===== src/inc/card_power_pkg.sv =====
package card_power_pkg;

  localparam int WORD_W = 11;

  // Bit positions in the latched control word
  localparam int BIT_A_PROG_LO  = 0;
  localparam int BIT_A_PROG_HI  = 1;
  localparam int BIT_A_CORE_LO  = 2;
  localparam int BIT_A_CORE_HI  = 3;
  localparam int BIT_B_PROG_LO  = 4;
  localparam int BIT_B_PROG_HI  = 5;
  localparam int BIT_B_CORE_HI  = 6;
  localparam int BIT_B_CORE_LO  = 7;
  localparam int BIT_OUT_ENABLE = 8;
  localparam int BIT_A_PROG_5V  = 9;
  localparam int BIT_B_PROG_5V  = 10;

  localparam logic [10:0] WORD_RESET = 11'h000;

  // Break-before-make gap, set in ns and rounded up to sys_clk cycles
  localparam int BBM_GAP_NS     = 100;
  localparam int CLK_PERIOD_NS  = 4;
  localparam int BBM_GAP_CYCLES = (BBM_GAP_NS + CLK_PERIOD_NS - 1) / CLK_PERIOD_NS;

  // Supply source select, one-hot free encoding
  typedef enum logic [2:0] {
    SRC_HIZ  = 3'h0,
    SRC_GND  = 3'h1,
    SRC_3V3  = 3'h2,
    SRC_5V   = 3'h3,
    SRC_12V  = 3'h4
  } src_e;

  localparam logic [2:0] SRC_RESET = 3'h1;

  typedef struct packed {
    src_e a_core;
    src_e a_prog;
    src_e b_core;
    src_e b_prog;
  } supply_sel_s;

  localparam logic [11:0] SEL_RESET = 12'h249;

  typedef struct packed {
    logic clk;
    logic data;
    logic latch;
  } serial_pins_s;

endpackage : card_power_pkg


===== src/design/supply_switch_seq.sv =====
`timescale 1ns/1ps
// Break-before-make sequencer for one supply output
module supply_switch_seq #(
  parameter int GAP_CYCLES = card_power_pkg::BBM_GAP_CYCLES
) (
  input  wire logic                 sys_clk,
  input  wire logic                 srst,
  input  wire logic                 clk_en,
  input  wire card_power_pkg::src_e target,
  output card_power_pkg::src_e      drive
);

  typedef enum logic [1:0] {ST_HOLD, ST_OPEN} seq_e;

  seq_e                 state_q, state_d;
  card_power_pkg::src_e drive_q, drive_d;
  logic [7:0]           cnt_q, cnt_d;

  assign drive = drive_q;

  always_comb begin
    state_d = state_q;
    drive_d = drive_q;
    cnt_d   = cnt_q;
    case (state_q)
      ST_HOLD: begin
        if (target != drive_q) begin
          drive_d = card_power_pkg::SRC_HIZ; // RULE19
          cnt_d   = 8'(GAP_CYCLES);
          state_d = ST_OPEN;
        end
      end
      ST_OPEN: begin
        if (cnt_q > 8'h01) begin
          cnt_d = cnt_q - 8'h01;
        end else begin
          drive_d = target; // RULE19
          state_d = ST_HOLD;
        end
      end
      default: state_d = ST_HOLD;
    endcase
  end

  always_ff @(posedge sys_clk) begin
    if (srst) begin
      state_q <= ST_HOLD;
      drive_q <= card_power_pkg::src_e'(card_power_pkg::SRC_RESET);
      cnt_q   <= 8'h00;
    end else if (clk_en) begin
      state_q <= state_d;
      drive_q <= drive_d;
      cnt_q   <= cnt_d;
    end
  end

endmodule : supply_switch_seq


===== src/design/card_power_serial_ctrl.sv =====
`timescale 1ns/1ps
// Notes on behaviour
// (RULE1) Shift data on each serial clock rise
// (RULE2) Latch rise loads the eleven shifted bits
// (RULE3) Controller latches before next clock rise
// (RULE4) Independent mode: slot A programming from D0,D1,D9
// (RULE5) Independent mode: slot B programming from D4,D5,D10
// (RULE6) Slot A core supply from D3,D2
// (RULE7) Slot B core supply from D6,D7
// (RULE8) D8 low floats all four outputs
// (RULE9) Coupled mode: programming 01 follows core
// (RULE10) Unconnected mode pin means coupled decoding
// (RULE11) Fault flag low on overcurrent or overtemperature
// (RULE12) Active-high reset input, weak pulldown
// (RULE13) Active-low reset input, weak pullup
// (RULE14) Standby request lowers every current limit
// (RULE15) Reset grounds outputs, blocks latching until relatched
// (RULE16) Power-up enters grounded reset state
// (RULE17) Controller sets outputs before entering standby
// (RULE18) Last bit shifted becomes D0
// (RULE19) Break before make on every switch
module card_power_serial_ctrl (
  input  wire logic                        sys_clk,
  input  wire logic                        srst,
  input  wire logic                        clk_en,
  input  wire card_power_pkg::serial_pins_s serial_pins,
  input  wire logic                        mode_independent,
  input  wire logic                        card_reset,
  input  wire logic                        card_reset_n,
  input  wire logic                        low_limit_request_n,
  input  wire logic                        overcurrent,
  input  wire logic                        overtemp,
  output card_power_pkg::supply_sel_s      supply_sel,
  output logic                             low_limit,
  output logic                             fault_flag_n
);

  // Two-stage synchronisers for every pin input
  logic [7:0] sync1_q, sync2_q;
  logic [7:0] pins_raw;

  assign pins_raw = {serial_pins.clk, serial_pins.data, serial_pins.latch, mode_independent,
                     card_reset, card_reset_n, low_limit_request_n, overcurrent | overtemp};

  // Reset to idle pin levels, so no false standby or mode follows reset
  always_ff @(posedge sys_clk) begin
    if (srst) begin
      sync1_q <= 8'h06; // RULE10
      sync2_q <= 8'h06;
    end else if (clk_en) begin
      sync1_q <= pins_raw;
      sync2_q <= sync1_q;
    end
  end

  logic s_clk, s_data, s_latch, s_mode, s_rst, s_rst_n, s_low_limit_request_n_n, s_fault;
  assign {s_clk, s_data, s_latch, s_mode, s_rst, s_rst_n, s_low_limit_request_n_n, s_fault} = sync2_q;

  // Edge detection and shift/latch state
  logic                       clk_prev_q, clk_prev_d;
  logic                       latch_prev_q, latch_prev_d;
  logic [10:0]                shift_q, shift_d;
  logic [10:0]                word_q, word_d;
  logic                       in_reset;

  // Pin pullups/pulldowns live in the pad ring; logic sees resolved levels
  assign in_reset = s_rst | ~s_rst_n; // RULE12 RULE13

  always_comb begin
    clk_prev_d   = s_clk;
    latch_prev_d = s_latch;
    shift_d      = shift_q;
    word_d       = word_q;
    if (s_clk && !clk_prev_q) begin
      shift_d = {shift_q[9:0], s_data}; // RULE1 RULE18
    end
    if (in_reset) begin
      word_d = card_power_pkg::WORD_RESET; // RULE15
    end else if (s_latch && !latch_prev_q) begin
      word_d = shift_q; // RULE2
    end
  end

  // Grounded state held until a fresh latch after reset
  logic grounded_q, grounded_d;

  always_comb begin
    grounded_d = grounded_q;
    if (in_reset) begin
      grounded_d = 1'b1; // RULE15
    end else if (s_latch && !latch_prev_q) begin
      grounded_d = 1'b0;
    end
  end

  always_ff @(posedge sys_clk) begin
    if (srst) begin
      clk_prev_q   <= 1'b0;
      latch_prev_q <= 1'b0;
      shift_q      <= card_power_pkg::WORD_RESET;
      word_q       <= card_power_pkg::WORD_RESET;
      grounded_q   <= 1'b1; // RULE16
    end else if (clk_en) begin
      clk_prev_q   <= clk_prev_d;
      latch_prev_q <= latch_prev_d;
      shift_q      <= shift_d;
      word_q       <= word_d;
      grounded_q   <= grounded_d;
    end
  end

  // Decode
  function automatic card_power_pkg::src_e core_dec(input logic hi, input logic lo);
    case ({hi, lo})
      2'b01:   core_dec = card_power_pkg::SRC_3V3;
      2'b10:   core_dec = card_power_pkg::SRC_5V;
      default: core_dec = card_power_pkg::SRC_GND;
    endcase
  endfunction : core_dec

  function automatic card_power_pkg::src_e prog_dec(input logic b0, input logic b1,
                                                    input logic sel5, input logic indep,
                                                    input card_power_pkg::src_e core);
    case ({b0, b1})
      2'b00:   prog_dec = card_power_pkg::SRC_GND;
      2'b01:   prog_dec = indep ? (sel5 ? card_power_pkg::SRC_5V : card_power_pkg::SRC_3V3)
                                : core; // RULE9
      2'b10:   prog_dec = card_power_pkg::SRC_12V;
      default: prog_dec = card_power_pkg::SRC_HIZ;
    endcase
  endfunction : prog_dec

  card_power_pkg::supply_sel_s target;

  always_comb begin
    target.a_core = core_dec(word_q[card_power_pkg::BIT_A_CORE_HI],
                             word_q[card_power_pkg::BIT_A_CORE_LO]); // RULE6
    target.b_core = core_dec(word_q[card_power_pkg::BIT_B_CORE_HI],
                             word_q[card_power_pkg::BIT_B_CORE_LO]); // RULE7
    // Low mode level means coupled decoding
    target.a_prog = prog_dec(word_q[card_power_pkg::BIT_A_PROG_LO],
                             word_q[card_power_pkg::BIT_A_PROG_HI],
                             word_q[card_power_pkg::BIT_A_PROG_5V], s_mode,
                             target.a_core); // RULE4 RULE10
    target.b_prog = prog_dec(word_q[card_power_pkg::BIT_B_PROG_LO],
                             word_q[card_power_pkg::BIT_B_PROG_HI],
                             word_q[card_power_pkg::BIT_B_PROG_5V], s_mode,
                             target.b_core); // RULE5
    if (grounded_q) begin
      target = card_power_pkg::SEL_RESET; // RULE15
    end else if (!word_q[card_power_pkg::BIT_OUT_ENABLE]) begin
      target = '0; // RULE8
    end
  end

  // One sequencer per output
  card_power_pkg::src_e seq_out [4];
  card_power_pkg::src_e seq_tgt [4];
  assign seq_tgt[0] = target.a_core;
  assign seq_tgt[1] = target.a_prog;
  assign seq_tgt[2] = target.b_core;
  assign seq_tgt[3] = target.b_prog;

  genvar gi;
  generate
    for (gi = 0; gi < 4; gi++) begin : g_seq
      supply_switch_seq u_seq (
        .sys_clk (sys_clk),
        .srst    (srst),
        .clk_en  (clk_en),
        .target  (seq_tgt[gi]),
        .drive   (seq_out[gi])
      );
    end
  endgenerate

  assign supply_sel = {seq_out[0], seq_out[1], seq_out[2], seq_out[3]};

  logic low_limit_q, fault_n_q;

  always_ff @(posedge sys_clk) begin
    if (srst) begin
      low_limit_q <= 1'b0;
      fault_n_q   <= 1'b1;
    end else if (clk_en) begin
      low_limit_q <= ~s_low_limit_request_n_n; // RULE14
      fault_n_q   <= ~s_fault; // RULE11
    end
  end

  assign low_limit    = low_limit_q;
  assign fault_flag_n = fault_n_q;

endmodule : card_power_serial_ctrl


===== config.mk =====
export PLATFORM = sky130hd
export DESIGN_NAME = card_power_serial_ctrl
export DESIGN_NICKNAME = d
export VERILOG_FILES = /design/src/inc/card_power_pkg.sv /design/src/design/supply_switch_seq.sv /design/src/design/card_power_serial_ctrl.sv
export SDC_FILE = /design/constraint.sdc
export NUM_CORES = 1
export LEC_CHECK = 0
export ABC_AREA = 0
export BUFFER_PORTS_ARGS = -buffer_cell sky130_fd_sc_hd__buf_2
export CORE_MARGIN = 1
export CORE_UTILIZATION = 49
export DETAILED_ROUTE_END_ITERATION = 10
export GPL_TIMING_DRIVEN = 0
export HOLD_SLACK_MARGIN = 0.15
export PLACE_DENSITY = 0.66
export RECOVER_POWER = 50
export SETUP_SLACK_MARGIN = 0.2
export SYNTH_ARGS = -nofsm -noshare
export SYNTH_HDL_FRONTEND = slang
export SYNTH_SLANG_ARGS = --single-unit

===== constraint.sdc =====
create_clock -name sys_clk -period 2.4 [get_ports sys_clk]
set_input_delay 0.48 -clock sys_clk [delete_from_list [all_inputs] [get_ports sys_clk]]
set_output_delay 0.48 -clock sys_clk [all_outputs]
set_load 0.02 [all_outputs]

==> impl_metrics.tcl <==
set metrics [dict create \
    status "complete, but fails checks" \
    violations "DRC" \
    worst_hold_slack_ps 317 \
    leakage_nw 1.90 \
    yosysMostFrequentCell "dfxtp_1" \
    path_class "flop to flop" \
    slew_violations 0 \
    r2r_start "word_q[3]$_SDFFE_PP0P_" \
    io_buffers 22 \
    overflow 0 \
    cts_max_level 3 \
    hold-path-endpoint "sync1_q[1]$_SDFFE_PP1P_" \
    synth-xor-area-share_pct 2.54 \
    clockPowerShare_pct 31.6 \
    grt_max_degree 17 \
    r2r_cells 9 \
    synth_top_family_by_area "simple AND/OR/NAND/NOR gates" \
    ys_ff_latch 89 \
    antenna_found_initial 0 \
    cts_buffers 9 \
    hold_buffers 0 \
    rsz0062_at_grt "yes" \
    root_buffer "clkbuf_8" \
    slew_headroom_pct 47.9 \
    ios 26 \
    path_clk_slew_ps 100 \
    cts_tree "yes" \
    fin_cells 681 \
    grt_pass1_wl_um 17800 \
    diodes 0 \
    period_needed_ps 2120 \
    fp-row-count 34 \
    synth_mux_area_share_pct 5.05 \
    finalSetupViolCount 0 \
    power_switching_mw 1.23 \
    hp-start "low_limit_request_n" \
    r2r_end "g_seq[1].u_seq.cnt_q[4]$_SDFFE_PP0P_" \
    cts_num_sinks 89 \
    layout.area.seq_sq_um 1780 \
    ys_top_cells_by_area "dfxtp_1, nor2_1, nand2_1" \
    place_area_sq_um 4730 \
    ys.flop_type "dfxtp_1" \
    crit_arrival_ps 2440 \
    fmax_mhz 472 \
    finalHoldViolCount 0 \
    clk_latency_ps 370 \
    hold_path.class "input port to flop" \
    die-height_um 97.6 \
    die_x_um 97.6 \
    power.internal_mw 2.56 \
    grt_pass1_vias 3642 \
    avgSynthCellArea_sq_um 8.49 \
    synth-simple-area-share_pct 23.3 \
    fin_crit_sh_pct 88.3 \
    worst_pin_slew_ps 782 \
    drv_cap 0 \
    yosysTopAreaCell "dfxtp_1" \
    synth_top_area_share_pct 39.8 \
    synth-compound-area-share_pct 20.8 \
    area_growth_pct 12.7 \
    postRouteWirelength_um 10800 \
    dp_hpwl_um 7490 \
    power_frac_comb_pct 24.6 \
    track_usage_pct 23.5 \
    yosysSeqAreaShare_pct 39.8 \
    multi_input_area_sq_um 2510 \
    p_total_mw 3.79 \
    n_fill_cell 835 \
    die_area_sq_um 9530 \
    synth_edf_count 0 \
    final_layout_size_suffix_gt1_share_pct 11.9 \
    ys_types 71 \
    syn_area_sq_um 4480 \
    p_seq_share_pct 43.9 \
    start_kind "flop" \
    power.density_nw_per_um2 750 \
    cts_max_path_buffers 2 \
    critPathMaxFanout 7 \
    switching_share_pct 32.3 \
    finalInstanceArea_sq_um 5050 \
    start_util_pct 50.9 \
    via_per_inst 5.76 \
    drt_iter0_drc 153 \
    fin_nets 590 \
    core_sq_um 8810 \
    drc 6 \
    dr.pass1.iters 8 \
    syn_inst 528 \
    avgRoutedWirePerCell_um 15.8 \
    yosys_warnings 0 \
    synthTopCellsByCount "dfxtp_1, nor2_1, nand2_1, a21oi_1, inv_1" \
    synth_adder_area_share_pct 2.79 \
    critPathCaptureType "flop" \
    dp.cells 659 \
    vias 3925 \
    async_reset_ff_share_pct 0 \
    irDropWorstVdd_uv 482 \
    final.setup_skew_ps 10.9 \
    required_ps 2720 \
    rrSetupSlack_ps 280 \
    hold_depth 3 \
    ant_nets 0 \
    routabilityCongestion 0.830 \
]
## critical path, stage by stage, from the launching register on
cell and delay, ps:
dfxtp_2 340, inv_1 40, ha_2 180, nor2b_4 140, o211a_1 260, a2111oi_4 330
a41oi_4 250, buf_6 180, a41oi_2 170, o221a_1 190
## cells by family after synthesis
family | count (synthesis)
AND/OR/NAND/NOR | 213
AO/OA/AOI/OAI | 122
flip-flops | 89
buffers and inverters | 58
multiplexers | 22
XOR/XNOR | 13
adder cells (fa/ha/maj) | 10
other | 1
## power by group through the flow
| stage | Sequential [mW] | Combinational (mW) | Clock [mW] |
|---|---|---|---|
| 2_1_floorplan | 1.68 | 0.682 | 0 |
| 3_3_place_gp | 1.69 | 0.855 | 0 |
| 3_5_place_dp | 1.69 | 0.873 | 0 |
| 4_1_cts | 1.66 | 0.886 | 1.21 |
| 5_1_grt | 1.68 | 1.03 | 1.28 |
| 6_report | 1.66 | 0.931 | 1.20 |
## metal layers
| layer | share of wire, % | wire (um) | up-vias | track usage, % |
|---|---|---|---|---|
| met5 | 0 | 0 | - | 0 |
| met4 | 1.1 | 121 | 0 | 8.16 |
| met3 | 5.5 | 597 | 12 | 4.46 |
| met2 | 47 | 5110 | 88 | 40.0 |
| met1 | 46 | 4950 | 1871 | 29.7 |
| li1 | - | - | 1954 | - |
## sequential cells by signal (all words and copies together) (netlist names)
signal and cells:
g_seq.u_seq.cnt_q 32, shift_q 11, word_q 11, g_seq.u_seq.drive 10, sync1_q 8, sync2_q 8, g_seq.u_seq.state_q 4, clk_prev_q 1
fault_flag_n 1, grounded_q 1, latch_prev_q 1, low_limit 1
## worst max path at each step
stage / startpoint / to / slack [ps] / cells past startpoint
final: word_q[3]$_SDFFE_PP0P_ / g_seq[1].u_seq.cnt_q[4]$_SDFFE_PP0P_ / 280 / 9
after global placement: clk_en / sync2_q[0]$_SDFFE_PP0P_ / -160 / 5
after detailed placement: clk_en / sync1_q[7]$_SDFFE_PP0P_ / -140 / 5
after CTS: word_q[6]$_SDFFE_PP0P_ / g_seq[2].u_seq.cnt_q[2]$_SDFFE_PP0P_ / 200 / 8
after global routing: word_q[6]$_SDFFE_PP0P_ / g_seq[2].u_seq.cnt_q[4]$_SDFFE_PP0P_ / 90 / 8
after floorplan: word_q[5]$_SDFFE_PP0P_ / g_seq[3].u_seq.cnt_q[1]$_SDFFE_PP0P_ / 440 / 7
## what timing repair did
item,4_1_cts,5_1_grt
setup endpoints to repair,9,38
resized for setup,3,15
hold endpoints to repair,0,0
setup buffers,0,5
gates cloned,0,1
pin swaps,0,6
## stage by stage
step | worst slack, ps | TNS (ps) | util, %
4_1_cts | 203 | 0 | 56.5
6_report | 280 | 0 | 57.4
2_1_floorplan | 444 | 0 | -
5_1_grt | 94.6 | 0 | 57.4
3_3_place_gp | -159 | -1590 | 53.7
3_5_place_dp | -139 | -1310 | 53.7
## cell type report
cell class                 instances  area share (%)
multi-input combinational        382            49.6
clock inverter                     6            1.88
tap                              108            2.68
timing repair buffer              28            2.70
clock buffer                      10            2.72
buffer                            31            3.07
sequential                        89            35.3
inverter                          27            2.01
## cells in the final DEF (no fill, tap or decap), types with 4 or more instances in the layout
| master | count |
|---|---|
| mux2i_1 | 20 |
| dfxtp_1 | 87 |
| xnor2_1 | 8 |
| a211oi_1 | 6 |
| nor4_1 | 5 |
| a22oi_1 | 13 |
| buf_2 | 10 |
| a211o_1 | 4 |
| inv_1 | 27 |
| buf_6 | 5 |
| nor3b_1 | 4 |
| nor3_1 | 15 |
| nor2b_1 | 9 |
| nand2_1 | 63 |
| xor2_1 | 5 |
| clkbuf_1 | 38 |
| a21oi_1 | 36 |
| or3_1 | 4 |
| o21ai_0 | 11 |
| clkbuf_8 | 10 |
| o211ai_1 | 8 |
| nand3_1 | 13 |
| nand4_1 | 7 |
| ha_1 | 9 |
| buf_4 | 5 |
| nor2_1 | 66 |
No activity file was read; power rests on OpenSTA's default activity.
